$ cat src/hw/itc_pkg.sv
/*
 * Shared constants and types of the transfer controller: descriptor layout,
 * mode word fields, register offsets and the system bus request carrier.
 * Assumes a 32-bit system bus that answers every request with one ack.
 */
package itc_pkg;

	localparam int          NUM_SRC        = 8;
	localparam int          SRC_W          = 3;
	localparam logic [31:0] VEC_TABLE_BASE = 32'h0000_0400;
	localparam logic [31:0] VEC_ENTRY_SIZE = 32'h0000_0002;
	localparam logic [31:0] DESC_STRIDE    = 32'h0000_0010;
	localparam logic [31:0] DESC_WORD_SIZE = 32'h0000_0004;

	localparam logic [1:0]  DESC_RD_LAST   = 2'h3;
	localparam logic [1:0]  DESC_WB_LAST   = 2'h2;
	localparam logic [1:0]  DESC_IDX_MODE  = 2'h0;
	localparam logic [1:0]  DESC_IDX_AUX   = 2'h1;
	localparam logic [1:0]  DESC_IDX_SRC   = 2'h2;
	localparam logic [1:0]  DESC_IDX_DST   = 2'h3;

	localparam int MW_SM_HI = 15;
	localparam int MW_SM_LO = 14;
	localparam int MW_DM_HI = 13;
	localparam int MW_DM_LO = 12;
	localparam int MW_MD_HI = 11;
	localparam int MW_MD_LO = 10;
	localparam int MW_SZ_HI = 9;
	localparam int MW_SZ_LO = 8;
	localparam int MW_AREA  = 7;
	localparam int MW_CHAIN = 6;
	localparam int MW_ISEL  = 5;

	localparam logic [1:0] MD_NORMAL = 2'h0;
	localparam logic [1:0] MD_REPEAT = 2'h1;
	localparam logic [1:0] MD_BLOCK  = 2'h2;
	localparam logic [1:0] SZ_BYTE   = 2'h0;
	localparam logic [1:0] SZ_WORD   = 2'h1;
	localparam logic [1:0] SZ_LONG   = 2'h2;
	localparam logic [1:0] AM_INC    = 2'h2;
	localparam logic [1:0] AM_DEC    = 2'h3;

	localparam logic [11:0] REG_BASE   = 12'h000;
	localparam logic [11:0] REG_ENABLE = 12'h004;
	localparam logic [11:0] REG_SWCTL  = 12'h008;
	localparam logic [11:0] REG_STATUS = 12'h00C;
	localparam int          SW_FLAG    = 8;
	localparam int          SW_DONE    = 9;

	localparam logic [15:0] COUNT_ONE = 16'h0001;
	localparam logic [7:0]  LOW_ONE   = 8'h01;
	localparam logic [16:0] BLK_ONE   = 17'h0_0001;
	localparam logic [16:0] BLK_FULL  = 17'h1_0000;

	typedef struct packed {
		logic        req;
		logic        we;
		logic [1:0]  size;
		logic [31:0] addr;
		logic [31:0] wdata;
	} itc_bus_req_t;

	typedef enum logic [3:0] {
		ST_IDLE    = 4'b0000,
		ST_VEC     = 4'b0001,
		ST_DESC_RD = 4'b0010,
		ST_INT_OP  = 4'b0011,
		ST_DATA_RD = 4'b0100,
		ST_DATA_WR = 4'b0101,
		ST_DESC_WB = 4'b0110,
		ST_FINISH  = 4'b0111
	} itc_state_t;

	// Byte distance of one transfer unit.
	function automatic logic [31:0] itc_unit_bytes(input logic [1:0] sz);
		if (sz == SZ_LONG) begin
			return 32'h0000_0004;
		end else if (sz == SZ_WORD) begin
			return 32'h0000_0002;
		end else begin
			return 32'h0000_0001;
		end
	endfunction

	// Block length, with zero standing for the full 65536.
	function automatic logic [16:0] itc_block_len(input logic [15:0] len);
		if (len == 16'h0000) begin
			return BLK_FULL;
		end else begin
			return {1'b0, len};
		end
	endfunction

endpackage

$ cat src/hw/itc_addr_step.sv
/*
 * Address stepper: next source or destination address after one unit.
 * Assumes mode bits straight from the mode word; purely combinational.
 */
`timescale 1ns/1ps
module itc_addr_step
	import itc_pkg::*;
(
	// Current address and how it moves.
	input  wire logic [31:0] addr,
	input  wire logic [1:0]  step_mode,
	input  wire logic [1:0]  unit_size,
	// Address after the step.
	output logic      [31:0] next_addr
);

	always_comb begin
		if (step_mode == AM_INC) begin
			next_addr = addr + itc_unit_bytes(unit_size); // [RULE22]
		end else if (step_mode == AM_DEC) begin
			next_addr = addr - itc_unit_bytes(unit_size); // [RULE22]
		end else begin
			next_addr = addr;
		end
	end

endmodule

$ cat src/hw/itc_apb_decode.sv
/*
 * APB slave front end: zero-wait answer, address decode, write strobes and
 * the read multiplexer. Assumes register contents are held by the parent.
 */
`timescale 1ns/1ps
module itc_apb_decode
	import itc_pkg::*;
(
	// APB slave side.
	input  wire logic        psel,
	input  wire logic        penable,
	input  wire logic        pwrite,
	input  wire logic [11:0] paddr,
	output logic             pready,
	output logic             pslverr,
	output logic      [31:0] prdata,
	// Register images for reads.
	input  wire logic [31:0] rd_base,
	input  wire logic [31:0] rd_enable,
	input  wire logic [31:0] rd_swctl,
	input  wire logic [31:0] rd_status,
	// One-cycle write strobes at the completing edge.
	output logic             wr_base,
	output logic             wr_enable,
	output logic             wr_swctl
);

	logic access;
	logic mapped;

	assign access = psel & penable;
	assign pready = 1'b1;

	always_comb begin
		mapped = 1'b1;
		prdata = 32'h0000_0000;
		if (paddr == REG_BASE) begin
			prdata = rd_base;
		end else if (paddr == REG_ENABLE) begin
			prdata = rd_enable;
		end else if (paddr == REG_SWCTL) begin
			prdata = rd_swctl;
		end else if (paddr == REG_STATUS) begin
			prdata = rd_status;
		end else begin
			mapped = 1'b0;
		end
	end

	assign pslverr   = access & ~mapped;
	assign wr_base   = access & pwrite & (paddr == REG_BASE);
	assign wr_enable = access & pwrite & (paddr == REG_ENABLE);
	assign wr_swctl  = access & pwrite & (paddr == REG_SWCTL);

endmodule

$ cat src/hw/itc_transfer_controller.sv
/*
 * Transfer controller core: activation by interrupt sources or software,
 * vector fetch, descriptor read, data moves, descriptor write-back and the
 * end-of-activation actions. Assumes sources are same-clock levels and the
 * system bus holds each request until it returns one ack pulse.
 */
`timescale 1ns/1ps
// Contract
// [RULE1] Normal mode writes back mode, count-1, stepped addresses.
// [RULE2] Normal count 1..65536, interrupt after count one.
// [RULE3] Repeat mode moves one unit per activation.
// [RULE4] Repeat low byte decrements, reloads from hold byte.
// [RULE5] Repeat expiry restores area address from initial.
// [RULE6] Repeat with select clear never interrupts.
// [RULE7] Block mode moves whole block, restores area.
// [RULE8] Block count 1..65536, interrupt after count one.
// [RULE9] Block writes count-1, never block length.
// [RULE10] Descriptor read four accesses, write-back three.
// [RULE11] Vector, seven descriptor, internal, data accesses.
// [RULE12] Access length set by the answering target.
// [RULE13] Chain enable runs further descriptors same activation.
// [RULE14] Software prepares descriptors, base, enable bits.
// [RULE15] Clear source or enable depending on interrupt.
// [RULE16] Software checks activation flag is zero first.
// [RULE17] Software writes flag and vector together.
// [RULE18] Flag cleared, or held for interrupt routine.
// [RULE19] Descriptor address: base high, vector low.
// [RULE20] Software vector at table base plus number.
// [RULE21] Normal descriptor order; unused word ignored.
// [RULE22] Addresses step by unit size.
module itc_transfer_controller
	import itc_pkg::*;
(
	// Clock and reset.
	input  wire logic                pclk,
	input  wire logic                presetn,
	// APB register port.
	input  wire logic                psel,
	input  wire logic                penable,
	input  wire logic                pwrite,
	input  wire logic [11:0]         paddr,
	input  wire logic [31:0]         pwdata,
	input  wire logic [3:0]          pstrb,
	output logic                     pready,
	output logic                     pslverr,
	output logic      [31:0]         prdata,
	// Interrupt sources and their end-of-activation answers.
	input  wire logic [NUM_SRC-1:0]  src_request,
	output logic      [NUM_SRC-1:0]  src_clear,
	output logic      [NUM_SRC-1:0]  cpu_request,
	output logic                     software_done_interrupt,
	// System bus master.
	output itc_bus_req_t             sys_out,
	input  wire logic [31:0]         sys_rdata,
	input  wire logic                sys_ack
);

	itc_state_t state;
	logic [15:0]        descriptor_base;
	logic [NUM_SRC-1:0] source_transfer_enable;
	logic [7:0]         software_vector_number;
	logic               software_activation_flag;
	logic               sw_started;
	logic               act_sw;
	logic [SRC_W-1:0]   act_src;
	logic [1:0]         word_idx;
	logic [31:0]        desc_addr;
	logic [15:0]        mode_word;
	logic [15:0]        transfer_count;
	logic [31:0]        aux_word;
	logic [31:0]        source_address;
	logic [31:0]        destination_address;
	logic [31:0]        src_start;
	logic [31:0]        dst_start;
	logic [16:0]        blk_left;
	logic [31:0]        data_buf;
	logic               want_irq;

	logic               wr_base;
	logic               wr_enable;
	logic               wr_swctl;
	logic [31:0]        src_stepped;
	logic [31:0]        dst_stepped;
	logic [NUM_SRC-1:0] pending;
	logic [SRC_W-1:0]   pick;
	logic               pick_valid;
	logic               sw_start;
	logic [1:0]         md;
	logic [1:0]         sz;
	logic               area_select;
	logic               chain_enable;
	logic               interrupt_select;
	logic               unit_last;
	logic               count_expiring;
	logic               repeat_expiring;
	logic [15:0]        next_count;
	logic               finish_hw;

	assign md               = mode_word[MW_MD_HI:MW_MD_LO];
	assign sz               = mode_word[MW_SZ_HI:MW_SZ_LO];
	assign area_select      = mode_word[MW_AREA];
	assign chain_enable     = mode_word[MW_CHAIN];
	assign interrupt_select = mode_word[MW_ISEL];

	itc_apb_decode u_apb (
		.psel      (psel),
		.penable   (penable),
		.pwrite    (pwrite),
		.paddr     (paddr),
		.pready    (pready),
		.pslverr   (pslverr),
		.prdata    (prdata),
		.rd_base   ({16'h0000, descriptor_base}),
		.rd_enable ({{(32-NUM_SRC){1'b0}}, source_transfer_enable}),
		.rd_swctl  ({22'h00_0000, software_done_interrupt, software_activation_flag,
			software_vector_number}),
		.rd_status ({27'h000_0000, (state != ST_IDLE), state}),
		.wr_base   (wr_base),
		.wr_enable (wr_enable),
		.wr_swctl  (wr_swctl)
	);

	itc_addr_step u_src_step (
		.addr      (source_address),
		.step_mode (mode_word[MW_SM_HI:MW_SM_LO]),
		.unit_size (sz),
		.next_addr (src_stepped)
	);

	itc_addr_step u_dst_step (
		.addr      (destination_address),
		.step_mode (mode_word[MW_DM_HI:MW_DM_LO]),
		.unit_size (sz),
		.next_addr (dst_stepped)
	);

	// Lowest index wins among enabled, requesting sources.
	assign pending = src_request & source_transfer_enable;
	always_comb begin
		pick       = '0;
		pick_valid = 1'b0;
		for (int i = NUM_SRC - 1; i >= 0; i--) begin
			if (pending[i]) begin
				pick       = i[SRC_W-1:0];
				pick_valid = 1'b1;
			end
		end
	end
	assign sw_start = software_activation_flag & ~sw_started & ~pick_valid;

	// Last unit of this descriptor, and what the count does.
	assign unit_last       = (md != MD_BLOCK) || (blk_left == BLK_ONE); // [RULE3] [RULE7]
	assign count_expiring  = (transfer_count == COUNT_ONE);
	assign repeat_expiring = (transfer_count[7:0] == LOW_ONE);
	always_comb begin
		if (md == MD_REPEAT) begin
			if (repeat_expiring) begin
				next_count = {transfer_count[15:8], transfer_count[15:8]}; // [RULE4]
			end else begin
				next_count = {transfer_count[15:8], transfer_count[7:0] - LOW_ONE}; // [RULE4]
			end
		end else begin
			next_count = transfer_count - COUNT_ONE; // [RULE1] [RULE2] [RULE8] [RULE9]
		end
	end

	assign finish_hw  = (state == ST_FINISH) & ~act_sw;

	// Bus request, built from held state; held until the ack.
	always_comb begin
		sys_out = '0;
		case (state)
			ST_VEC: begin
				sys_out.req  = 1'b1;
				sys_out.size = SZ_WORD;
				if (act_sw) begin
					sys_out.addr = VEC_TABLE_BASE + {24'h00_0000, software_vector_number}; // [RULE20]
				end else begin
					sys_out.addr = VEC_TABLE_BASE + VEC_ENTRY_SIZE * {29'h0, act_src};
				end
			end
			ST_DESC_RD: begin
				sys_out.req  = 1'b1;
				sys_out.size = SZ_LONG;
				sys_out.addr = desc_addr + DESC_WORD_SIZE * {30'h0, word_idx}; // [RULE10] [RULE21]
			end
			ST_DATA_RD: begin
				sys_out.req  = 1'b1;
				sys_out.size = sz;
				sys_out.addr = source_address;
			end
			ST_DATA_WR: begin
				sys_out.req   = 1'b1;
				sys_out.we    = 1'b1;
				sys_out.size  = sz;
				sys_out.addr  = destination_address;
				sys_out.wdata = data_buf;
			end
			ST_DESC_WB: begin
				sys_out.req  = 1'b1;
				sys_out.we   = 1'b1;
				sys_out.size = SZ_LONG;
				// Word one (unused, initial address or block length) is skipped.
				if (word_idx == DESC_IDX_MODE) begin
					sys_out.addr  = desc_addr;
					sys_out.wdata = {mode_word, transfer_count}; // [RULE1] [RULE9]
				end else if (word_idx == DESC_IDX_AUX) begin
					sys_out.addr  = desc_addr + DESC_WORD_SIZE * {30'h0, DESC_IDX_SRC};
					sys_out.wdata = source_address;
				end else begin
					sys_out.addr  = desc_addr + DESC_WORD_SIZE * {30'h0, DESC_IDX_DST};
					sys_out.wdata = destination_address;
				end
			end
			default: begin
				sys_out = '0;
			end
		endcase
	end

	// Activation sequence; every bus state waits for the target's ack.
	always_ff @(posedge pclk or negedge presetn) begin
		if (!presetn) begin
			state    <= ST_IDLE;
			word_idx <= 2'h0;
			act_sw   <= 1'b0;
			act_src  <= '0;
		end else begin
			case (state)
				ST_IDLE: begin
					word_idx <= 2'h0;
					if (pick_valid) begin
						act_sw  <= 1'b0;
						act_src <= pick;
						state   <= ST_VEC;
					end else if (sw_start) begin
						act_sw <= 1'b1;
						state  <= ST_VEC;
					end
				end
				ST_VEC: begin
					if (sys_ack) begin
						state <= ST_DESC_RD; // [RULE11]
					end
				end
				ST_DESC_RD: begin
					if (sys_ack) begin
						word_idx <= word_idx + 2'h1;
						if (word_idx == DESC_RD_LAST) begin
							state <= ST_INT_OP; // [RULE10]
						end
					end
				end
				ST_INT_OP: begin
					state <= ST_DATA_RD; // [RULE11]
				end
				ST_DATA_RD: begin
					if (sys_ack) begin
						state <= ST_DATA_WR; // [RULE12]
					end
				end
				ST_DATA_WR: begin
					if (sys_ack) begin
						word_idx <= 2'h0;
						state    <= unit_last ? ST_DESC_WB : ST_DATA_RD; // [RULE7]
					end
				end
				ST_DESC_WB: begin
					if (sys_ack) begin
						word_idx <= word_idx + 2'h1;
						if (word_idx == DESC_WB_LAST) begin
							word_idx <= 2'h0;
							state    <= chain_enable ? ST_DESC_RD : ST_FINISH; // [RULE13]
						end
					end
				end
				ST_FINISH: begin
					state <= ST_IDLE;
				end
				default: begin
					state <= ST_IDLE;
				end
			endcase
		end
	end

	// Descriptor address and the descriptor fields.
	always_ff @(posedge pclk or negedge presetn) begin
		if (!presetn) begin
			desc_addr      <= 32'h0000_0000;
			mode_word      <= 16'h0000;
			transfer_count <= 16'h0000;
			aux_word       <= 32'h0000_0000;
		end else if (state == ST_VEC && sys_ack) begin
			desc_addr <= {descriptor_base, sys_rdata[15:0]}; // [RULE19]
		end else if (state == ST_DESC_WB && sys_ack && word_idx == DESC_WB_LAST) begin
			desc_addr <= desc_addr + DESC_STRIDE; // [RULE13]
		end else if (state == ST_DESC_RD && sys_ack) begin
			if (word_idx == DESC_IDX_MODE) begin
				mode_word      <= sys_rdata[31:16];
				transfer_count <= sys_rdata[15:0];
			end else if (word_idx == DESC_IDX_AUX) begin
				aux_word <= sys_rdata; // [RULE21]
			end
		end else if (state == ST_DATA_WR && sys_ack && unit_last) begin
			transfer_count <= next_count; // [RULE4]
		end
	end

	// Addresses: step each unit, restore the chosen area when due.
	always_ff @(posedge pclk or negedge presetn) begin
		if (!presetn) begin
			source_address      <= 32'h0000_0000;
			destination_address <= 32'h0000_0000;
			src_start           <= 32'h0000_0000;
			dst_start           <= 32'h0000_0000;
		end else if (state == ST_DESC_RD && sys_ack && word_idx == DESC_IDX_SRC) begin
			source_address <= sys_rdata;
			src_start      <= sys_rdata;
		end else if (state == ST_DESC_RD && sys_ack && word_idx == DESC_IDX_DST) begin
			destination_address <= sys_rdata;
			dst_start           <= sys_rdata;
		end else if (state == ST_DATA_WR && sys_ack) begin
			source_address      <= src_stepped; // [RULE1] [RULE22]
			destination_address <= dst_stepped; // [RULE1] [RULE22]
			if (md == MD_REPEAT && repeat_expiring) begin
				if (area_select) begin
					source_address <= aux_word; // [RULE5]
				end else begin
					destination_address <= aux_word; // [RULE5]
				end
			end else if (md == MD_BLOCK && unit_last) begin
				if (area_select) begin
					source_address <= src_start; // [RULE7]
				end else begin
					destination_address <= dst_start; // [RULE7]
				end
			end
		end
	end

	// Data holding register and the block unit counter.
	always_ff @(posedge pclk or negedge presetn) begin
		if (!presetn) begin
			data_buf <= 32'h0000_0000;
			blk_left <= 17'h0_0000;
		end else if (state == ST_INT_OP) begin
			blk_left <= itc_block_len(aux_word[15:0]); // [RULE7]
		end else if (state == ST_DATA_RD && sys_ack) begin
			data_buf <= sys_rdata;
		end else if (state == ST_DATA_WR && sys_ack) begin
			blk_left <= blk_left - BLK_ONE;
		end
	end

	// CPU interrupt decision, gathered over a chain.
	always_ff @(posedge pclk or negedge presetn) begin
		if (!presetn) begin
			want_irq <= 1'b0;
		end else if (state == ST_IDLE) begin
			want_irq <= 1'b0;
		end else if (state == ST_DATA_WR && sys_ack && unit_last) begin
			if (md == MD_REPEAT) begin
				want_irq <= want_irq | (interrupt_select & repeat_expiring); // [RULE6]
			end else begin
				want_irq <= want_irq | count_expiring; // [RULE2] [RULE8]
			end
		end
	end

	// End-of-activation answers to the interrupt sources.
	always_comb begin
		src_clear   = '0;
		cpu_request = '0;
		if (finish_hw) begin
			if (want_irq) begin
				cpu_request[act_src] = 1'b1; // [RULE15]
			end else begin
				src_clear[act_src] = 1'b1; // [RULE15]
			end
		end
	end

	// Descriptor base and per-source enables.
	always_ff @(posedge pclk or negedge presetn) begin
		if (!presetn) begin
			descriptor_base        <= 16'h0000;
			source_transfer_enable <= '0;
		end else begin
			if (wr_base) begin
				descriptor_base <= pwdata[15:0];
			end
			if (wr_enable) begin
				source_transfer_enable <= pwdata[NUM_SRC-1:0];
			end else if (finish_hw && want_irq) begin
				source_transfer_enable[act_src] <= 1'b0; // [RULE15]
			end
		end
	end

	// Software activation flag, vector and done interrupt; a write wins for the flag, a finish that sets done wins over its clear.
	always_ff @(posedge pclk or negedge presetn) begin
		if (!presetn) begin
			software_vector_number   <= 8'h00;
			software_activation_flag <= 1'b0;
			software_done_interrupt  <= 1'b0;
			sw_started               <= 1'b0;
		end else begin
			if (state == ST_IDLE && !pick_valid && sw_start) begin
				sw_started <= 1'b1;
			end else if (!software_activation_flag) begin
				sw_started <= 1'b0;
			end
			if (state == ST_FINISH && act_sw) begin
				sw_started              <= want_irq; // [RULE18]
				software_activation_flag <= want_irq; // [RULE18]
				software_done_interrupt <= want_irq; // [RULE18]
			end
			if (wr_swctl && pstrb[0]) begin
				software_vector_number <= pwdata[7:0]; // [RULE17]
			end
			if (wr_swctl && pstrb[1]) begin
				software_activation_flag <= pwdata[SW_FLAG]; // [RULE17]
				if (!pwdata[SW_FLAG] && !(state == ST_FINISH && act_sw && want_irq)) begin
					software_done_interrupt <= 1'b0; // [RULE18]
				end
			end
		end
	end

endmodule

$ cat config.mk
export PLATFORM = sky130hd
export DESIGN_NAME = itc_transfer_controller
export DESIGN_NICKNAME = d
export VERILOG_FILES = /design/src/hw/itc_pkg.sv /design/src/hw/itc_addr_step.sv /design/src/hw/itc_apb_decode.sv /design/src/hw/itc_transfer_controller.sv
export SDC_FILE = /design/constraint.sdc
export NUM_CORES = 1
export LEC_CHECK = 0
export BUFFER_PORTS_ARGS = -buffer_cell sky130_fd_sc_hd__buf_2
export CORE_ASPECT_RATIO = 0.6
export CORE_UTILIZATION = 50
export DETAILED_ROUTE_END_ITERATION = 8
export PLACE_DENSITY_LB_ADDON = 0.15
export RECOVER_POWER = 100
export SYNTH_ARGS = -nofsm -noshare
export SYNTH_HDL_FRONTEND = slang
export SYNTH_SLANG_ARGS = --single-unit
$ cat constraint.sdc
create_clock -name pclk -period 2.9 [get_ports pclk]
set_clock_uncertainty 0.2 [all_clocks]
set_input_delay 0.29 -clock pclk [delete_from_list [all_inputs] [get_ports pclk]]
set_output_delay 0.29 -clock pclk [all_outputs]
set_load 0.03 [all_outputs]
# After elaboration in Yosys (flattened, before gate mapping)
# Index checks and enable logic that the tools add are counted.
# op_classes
mul	0
div_mod_pow	0
n_lt_le_gt_ge	2
n_mux	105
n_bitwise	24
add_sub_neg	14
shifts	0
reduce_logical	54
n_eq_ne	38
# op_table
cell	count
$mux 32	28
$pmux 34 s5	1
$mux 64	2
$mux 17	4
$add 32x32->32	2
$add 32x4->32 const B	2
$mux 16	4
$pmux 32 s2	1
$sub 32x32->32	2
$mux 8	7
$mux 4	9
$add 32x4->32	1
$add 32x5->32 const B	1
$mux 3	10
$mux 1	28
$pmux 4 s7	1
$eq 12x4->1 const B	2
$logic_and 1x1->1	20
$ne 2x2->1 const B	10
$reduce_bool 2->1	9
$eq 17x1->1 const B	1
$sub 17x1->17 const B	1
$and 8x8->8	2
$eq 16x1->1 const B	1
39 further kinds	88
# totals
ram_bits	0
elab_cells	259
in_bits	94
latch_bits	0
n_memories	0
out_inout_bits	119
romBits	0
ff_bits	319

# Depth between registers and ports, before layout
# Gate-level depths: netlist of the first run.
# logic_depth
word_depth	14
depth_mapped	13
mapped_depth_nobuf	11

# By module
# A second synthesis of the first run with hierarchy kept.
# unflattened
hier_cells	2426
area_unflattened_um2	22744.3
# modules_own_cells
module	instances	area_each_um2	cells_each	seq_area_each_um2
itc_transfer_controller	1	18625.4	1898	7957.6
itc_addr_step (u_src_step)	1	1559.0	220	0.0
itc_addr_step (u_dst_step)	1	1461.4	221	0.0
itc_apb_decode	1	1098.6	87	0.0

# Worst setup path before layout of the first run
# No wires, ideal clock.
# synth_path
path_type	register -> output
from	register word_idx[1]
to	output sys_out[45] in the netlist's numbering
arrival_time_ns	2.813
stages_incl_launch_ff	11
t_required_ns	2.410
path_buffers	1
setup_slack_ns	-0.403
path_cell_list	dfrtp_1 > inv_1 > ha_1 > buf_2 > nand3b_1 > a2111oi_2 > mux2_2 > nand3_1 > nor2_1 > xnor2_1 > o21ai_0
# synth_lines
element	line	source
start: declaration	itc_transfer_controller.sv:66	logic [1:0] word_idx;
start signal: assignment	itc_transfer_controller.sv:248	word_idx <= word_idx + 2'h1;
start signal: assignment	itc_transfer_controller.sv:270	word_idx <= word_idx + 2'h1;
end: declaration	itc_transfer_controller.sv:53	output itc_bus_req_t sys_out,

==> results of run 1 <==
-- power groups by stage --
stage                     Combinational [mW]  Clock (mW)  Sequential [mW]
after floorplan                         8.14           0             6.37
after global placement                  12.5           0             7.03
after detailed placement                12.7           0             7.10
after CTS                               14.8        4.57             7.07
after global routing                    17.6        4.73             7.32
final                                   16.9        4.57             7.23
-- sequential cells by signal, summed over array words and instances (netlist names), 2 cells and up --
name / count
act_src: 3
aux_word: 32
blk_left: 17
data_buf: 32
desc_addr: 32
descriptor_base: 16
destination_address: 32
dst_start: 32
mode_word: 16
software_vector_number: 8
source_address: 32
source_transfer_enable: 8
src_start: 32
state: 3
transfer_count: 16
word_idx: 2
-- per-stage QoR --
stage	hold WS (ns)	utilization, %	setup TNS [ns]	worst slack, ns	area, sq um
after floorplan	-0.206	-	-0.298	-0.0612	21800
after global placement	0.0605	58.6	-3.23	-0.196	24800
after detailed placement	0.0616	58.6	-6.33	-0.309	24800
after CTS	0.00693	66.8	-9.85	-0.572	28300
after global routing	0.0502	69.6	-59.34	-0.631	29400
final	0.0135	69.6	-33.42	-0.643	29400
-- placed cells by master (no fill, tap or decap), drive strengths merged, types with 34 or more instances in the layout --
cell | Yosys | final
buf | 75 | 531
nand2 | 444 | 444
dfrtp | 318 | 318
nor2 | 223 | 223
o21ai | 184 | 184
a21oi | 167 | 167
mux2 | 106 | 106
clkbuf | 161 | 102
nand3 | 76 | 76
nor3 | 75 | 75
mux2i | 58 | 58
dlygate4sd3 | 0 | 55
xnor2 | 55 | 55
a22oi | 47 | 47
nor4 | 41 | 41
inv | 38 | 40
xor2 | 36 | 36
o22ai | 34 | 34
-- critical path, delay by kind of cell, from the launching register on --
family                    cells  cell delay [ns]
AOI/OAI and AO/OA             2             0.73
buffers and inverters         1             0.20
xor gates and xnor gates      1             0.18
and+or+nand+nor               3             0.99
DFF                           1             0.42
-- per-layer routing --
| metal | vias up | global-route usage (%) | wire length (um) |
|---|---|---|---|
| met5 | - | 0 | 0 |
| met4 | 0 | 14.1 | 3770 |
| met3 | 272 | 14.6 | 15400 |
| met2 | 1880 | 59.9 | 40300 |
| met1 | 11819 | 65.8 | 42100 |
| li1 | 10321 | - | - |
-- timing repair --
| action | 4_1_cts | 5_1_grt |
|---|---|---|
| hold endpoints to repair | 500 | 0 |
| pin swaps | 89 | 139 |
| gates resized for setup | 334 | 265 |
| cloned | 4 | 3 |
| setup endpoints to repair | 114 | 128 |
| setup buffers | 49 | 57 |
| hold buffers | 55 | 0 |
-- area by class of cell --
type	instances	area (sq um)
tap	570	713
fill	3344	12900
multi-input combinational	2032	14300
clock inverter	14	120
sequential	318	7960
timing repair buffer	642	5210
clock buffer	46	988
antenna	2	5.00
inverter	39	156
-- worst max path at each step --
stage | from | end | slack, ns | depth (start not counted)
3_3_place_gp | desc_addr[10]$_DFFE_PN0N_ | sys_out[62] | -0.20 | 7
6_report | desc_addr[11]$_DFFE_PN0N_ | sys_out[62] | -0.64 | 7
3_5_place_dp | mode_word[9]$_DFFE_PN0P_ | destination_address[21]$_DFFE_PN0P_ | -0.31 | 13
2_1_floorplan | word_idx[1]$_DFFE_PN0P_ | sys_out[45] | -0.06 | 10
4_1_cts | desc_addr[4]$_DFFE_PN0N_ | sys_out[62] | -0.57 | 8
5_1_grt | desc_addr[11]$_DFFE_PN0N_ | sys_out[62] | -0.63 | 7
-- logic make-up after synthesis --
logic type | after synthesis | synth area share (%)
xor gates and xnor gates | 91 | 3.68
AOI/OAI and AO/OA | 678 | 20.4
and+or+nand+nor | 1045 | 22.7
DFF | 318 | 36.7
other | 2 | 0.0347
adders and majority gates | 34 | 2.14
buffers and inverters | 276 | 5.87
muxes | 167 | 8.50
==> results_dict.tcl, run 1 <==
set metrics [dict create \
    start_kind "flop" \
    hold_path_end "act_src[2]$_DFFE_PN0P_" \
    cts_num_sinks 318 \
    cts-root-buf "clkbuf_16" \
    syn-instance-count 2611 \
    crit_path_end_kind "primary output" \
    slowest_delay_ns 0.59 \
    htree_levels 2 \
    yosysTopAreaCell "dfrtp_1" \
    setup_viol 218 \
    crit_type "reg -> out" \
    crit_required_ns 2.41 \
    cp_slowest_cell "a222oi_1" \
    areaGrowthSynthToFinish_pct 35.9 \
    cts_buffers 35 \
    portBuffers 177 \
    fin_crit_ns 3.54 \
    vias_per_cell 6.63 \
    crit_fanout 4 \
    clk_latency_ns 0.56 \
    crit_arrival_ns 3.05 \
    io_pins 213 \
    holdCritPathClass "in -> reg" \
    synth.distinct_cells 103 \
    fp.dieH_um 163 \
    max_slew_margin_pct -5.23 \
    antenna_found_initial 1 \
    ys_warn_count 0 \
    period_share_pct 122 \
    async_flop_share_pct 100 \
    synthTopCellsByArea "dfrtp_1 (37%), nand2_1 (7.7%), mux2_2 (5.5%)" \
    p_seq_share_pct 25.2 \
    initial_utilization_pct 51.2 \
    drv_cap 1 \
    clock.fmax_mhz 282 \
    drive_above_1_share_pct 33.3 \
    p_total_mw 28.7 \
    grt_pass1_wl_um 146000 \
    synth_top_area_share_pct 36.7 \
    wl_per_cell_um 27.7 \
    maxSlewViolCount 54 \
    gp_congestion 1.03 \
    hold_viol 0 \
    drc 0 \
    path_cells "nand4_1, or4_4, nor4_4, xor2_2, a222oi_1, o21ai_1, buf_4" \
    drt_pass1_iterations 6 \
    p_int_mw 15.2 \
    netSwitchingPower_mw 13.5 \
    hpwl_um 72300 \
    overflow 0 \
    clkPwrFrac_pct 15.9 \
    rsz0062_at_grt "true" \
    switching_share_pct 47.0 \
    finalNonFillerCells 3663 \
    hp-start "src_request[2]" \
    dieArea_sq_um 44200 \
    hold_depth 4 \
    clk_path_buf_depth 3 \
    vias 24292 \
    fin_nets 3196 \
    ir_drop_mv 0.641 \
    grt_usage_pct 44.3 \
    pwr-share-comb_pct 58.9 \
    worstMarginPinSlew_ns 1.58 \
    grt_pass1_vias 22368 \
    yosysSeqAreaShare_pct 36.7 \
    synth_area_sq_um 21700 \
    violations "max-capacitance violations, max-slew violations, negative setup slack" \
    p_leak_nw 12.8 \
    ant_nets 0 \
    cts_tree "done" \
    r2r_cells 7 \
    synth_area_per_cell_sq_um 8.30 \
    drt-total-wl_um 102000 \
    die_w_um 271 \
    r2r-start "state[0]$_DFFE_PN0P_" \
    r2r_slack_ns -0.38 \
    ys_ff_latch 318 \
    rows 58 \
    status "finished with violations" \
    synth_most_common_cell "nand2_1" \
    place_inst 3443 \
    timing.rr.end "desc_addr[16]$_DFFE_PN0N_" \
    synth_common_cells "nand2_1 (442), dfrtp_1 (318), nor2_1 (221)" \
    postLayoutSetupSlackWorst_ns -0.643 \
    synth-edff-count 0 \
    path_clk_slew_ns 0.06 \
    fp.coreArea_sq_um 42300 \
    grt_max_degree 68 \
    synth-main-ff-cell "dfrtp_1" \
    drt-initial-drc-count 3824 \
    power_density_nw_per_um2 975 \
]
(Power assumes the default switching activity.)
==> run 2, diff against run 1 <==
--- a/config.mk
+++ b/config.mk
@@ -14,3 +14,4 @@
 export SYNTH_ARGS = -nofsm -noshare
 export SYNTH_HDL_FRONTEND = slang
 export SYNTH_SLANG_ARGS = --single-unit
+export TNS_END_PERCENT = 10
==> constraint.sdc (replaced) <==
create_clock -name pclk -period 2.9 [get_ports pclk]
set_clock_uncertainty 0.2 [all_clocks]
set_input_delay 0.29 -clock pclk [delete_from_list [all_inputs] [get_ports pclk]]
set_output_delay 0.29 -clock pclk [all_outputs]
set_load 0.01 [all_outputs]
==> results_dict.tcl, run 2 (synthesized netlist as in run 1, its figures left out) <==
set metrics [dict create \
    areaGrowthSynthToFinish_pct 25.9 \
    antenna_found_initial 0 \
    clk_latency_ns 0.55 \
    start_kind "flop" \
    slowest_delay_ns 0.40 \
    overflow 0 \
    vias 23606 \
    worst_path_dominant_cell_family "compound AO/OA/AOI/OAI gates" \
    crit_arrival_ns 2.91 \
    wl_per_cell_um 27.1 \
    vias_per_cell 6.60 \
    p_total_mw 25.0 \
    cts_num_sinks 318 \
    hold_viol 0 \
    htree_levels 2 \
    maxSlewViolCount 60 \
    violations "max-capacitance violations, max-slew violations, negative setup slack" \
    dpl-instance-area_sq_um 24700 \
    grt_max_degree 75 \
    drt_pass1_iterations 8 \
    path_cells "inv_2, ha_4, nand3b_1, a2111oi_4, buf_4, and2_4, nand3_4, xor2_2, nand2_1, a221o_1, buf_2" \
    fin_nets 3108 \
    p_leak_nw 12.1 \
    drv_cap 1 \
    cts_buffers 35 \
    cts_tree "done" \
    crit_required_ns 2.41 \
    grt_usage_pct 43.1 \
    crit_fanout 3 \
    gp_congestion 1.02 \
    place_inst 3442 \
    status "finished with violations" \
    initial_utilization_pct 51.2 \
    r2r_slack_ns -0.09 \
    cp_slowest_cell "dfrtp_1" \
    dieArea_sq_um 44200 \
    setup_viol 84 \
    worstMarginPinSlew_ns 1.58 \
    postLayoutCoreUtil_pct 64.5 \
    io_pins 213 \
    holdCritPathClass "in -> reg" \
    drc 0 \
    grt_pass1_wl_um 142000 \
    crit_type "reg -> out" \
    fp.dieH_um 163 \
    clock.fmax_mhz 294 \
    power_density_nw_per_um2 916 \
    fin_crit_ns 3.40 \
    hpwl_um 71400 \
    nFillCells 3605 \
    ff_latch_area_sq_um 7960 \
    crit_path_end_kind "primary output" \
    critPathBufInv 3 \
    portBuffers 177 \
    die_w_um 271 \
    postLayoutSetupSlackWorst_ns -0.500 \
    rows 58 \
    rsz0062_at_grt "true" \
    ant_nets 0 \
    cts-root-buf "clkbuf_16" \
    clk_path_buf_depth 3 \
    fp.coreArea_sq_um 42300 \
    max_slew_margin_pct -5.08 \
    drive_above_1_share_pct 27.2 \
    grt_pass1_vias 21596 \
    design_area_sq_um 27300 \
    finalNonFillerCells 3577 \
    drt-initial-drc-count 3806 \
    mostFrequentLayoutCell "nand2_1" \
    period_share_pct 117 \
    multi_input_area_sq_um 13200 \
    drt-total-wl_um 96900 \
    ir_drop_mv 0.655 \
    final_cell_mix "nand2_1 (440), dfrtp_1 (313), buf_4 (286), nor2_1 (208), buf_2 (167)" \
    whs_ns 0.0269 \
    path_clk_slew_ns 0.07 \
]
[run 2: changes by cell type in the layout (fill, tap and decap cells not counted), sizes merged]
| cell | before | now |
|---|---|---|
| clkbuf | 102 | 71 |
| dlygate4sd3 | 55 | 53 |
| buf | 531 | 478 |
| bufinv | 1 | 4 |
| clkinv | 11 | 8 |
[run 2: repair_timing]
action	4_1_cts	5_1_grt
resized for setup	101	85
hold endpoints to repair	419	0
pin swaps	24	26
hold buffers	53	0
endpoints found under the setup margin	109	127
setup buffers	13	5
[run 2: report_power, final]
| group | internal (mW) | leakage, nW | switching (mW) | total, mW |
|---|---|---|---|---|
| Clock | 2.81 | 0.590 | 2.09 | 4.89 |
| Combinational | 5.26 | 7.36 | 7.56 | 12.8 |
| Sequential | 5.62 | 4.12 | 1.66 | 7.28 |
[run 2: worst register-to-register path, stage by stage (launching register included)]
cell and delay [ns]:
dfrtp_1 0.40, buf_6 0.15, ha_4 0.17, inv_4 0.07
ha_4 0.20, nor2b_1 0.14, o21a_1 0.19, or4b_4 0.54
o32ai_2 0.26, xnor2_1 0.19, o21ai_0 0.11, a31o_2 0.25
[run 2: area by class of cell]
type                    count  share of cell area, %
diodes                      2                 0.0184
clock buffers              48                   3.69
clock inverters            14                  0.716
inverters                  39                  0.546
multi-input cells        2032                   48.5
flip-flops and latches    318                   29.2
well taps                 570                   2.62
repair buffers            554                   14.7
[run 2: layer usage]
| layer | global-route usage (%) | share of wire [%] |
|---|---|---|
| met5 | 0 | 0 |
| met1 | 64.8 | 43 |
| met2 | 58.8 | 40 |
| met4 | 12.5 | 3.3 |
| met3 | 12.9 | 14 |
[run 2: path summary, 6_finish.rpt]
| kind | from | endpoint | cells after the start |
|---|---|---|---|
| setup / recovery | word_idx[1]$_DFFE_PN0P_ | sys_out[59] | 11 |
| hold / removal | src_request[4] | act_src[1]$_DFFE_PN0P_ | 4 |
| setup reg to reg | mode_word[8]$_DFFE_PN0P_ | destination_address[7]$_DFFE_PN0P_ | 11 |
| hold reg to reg | dst_start[15]$_DFFE_PN0P_ | dst_start[15]$_DFFE_PN0P_ | 2 |
| max in group asynchronous | presetn | word_idx[0]$_DFFE_PN0P_ | 3 |
| min in group asynchronous | presetn | src_start[20]$_DFFE_PN0P_ | 2 |
[run 2: through the flow]
| step | setup WS [ns] | setup TNS, ns |
|---|---|---|
| 2_1_floorplan | -0.00488 | -0.00488 |
| 3_3_place_gp | -0.163 | -1.68 |
| 3_5_place_dp | -0.226 | -2.98 |
| 4_1_cts | -0.463 | -13.16 |
| 5_1_grt | -0.634 | -28.65 |
| 6_report | -0.500 | -19.02 |
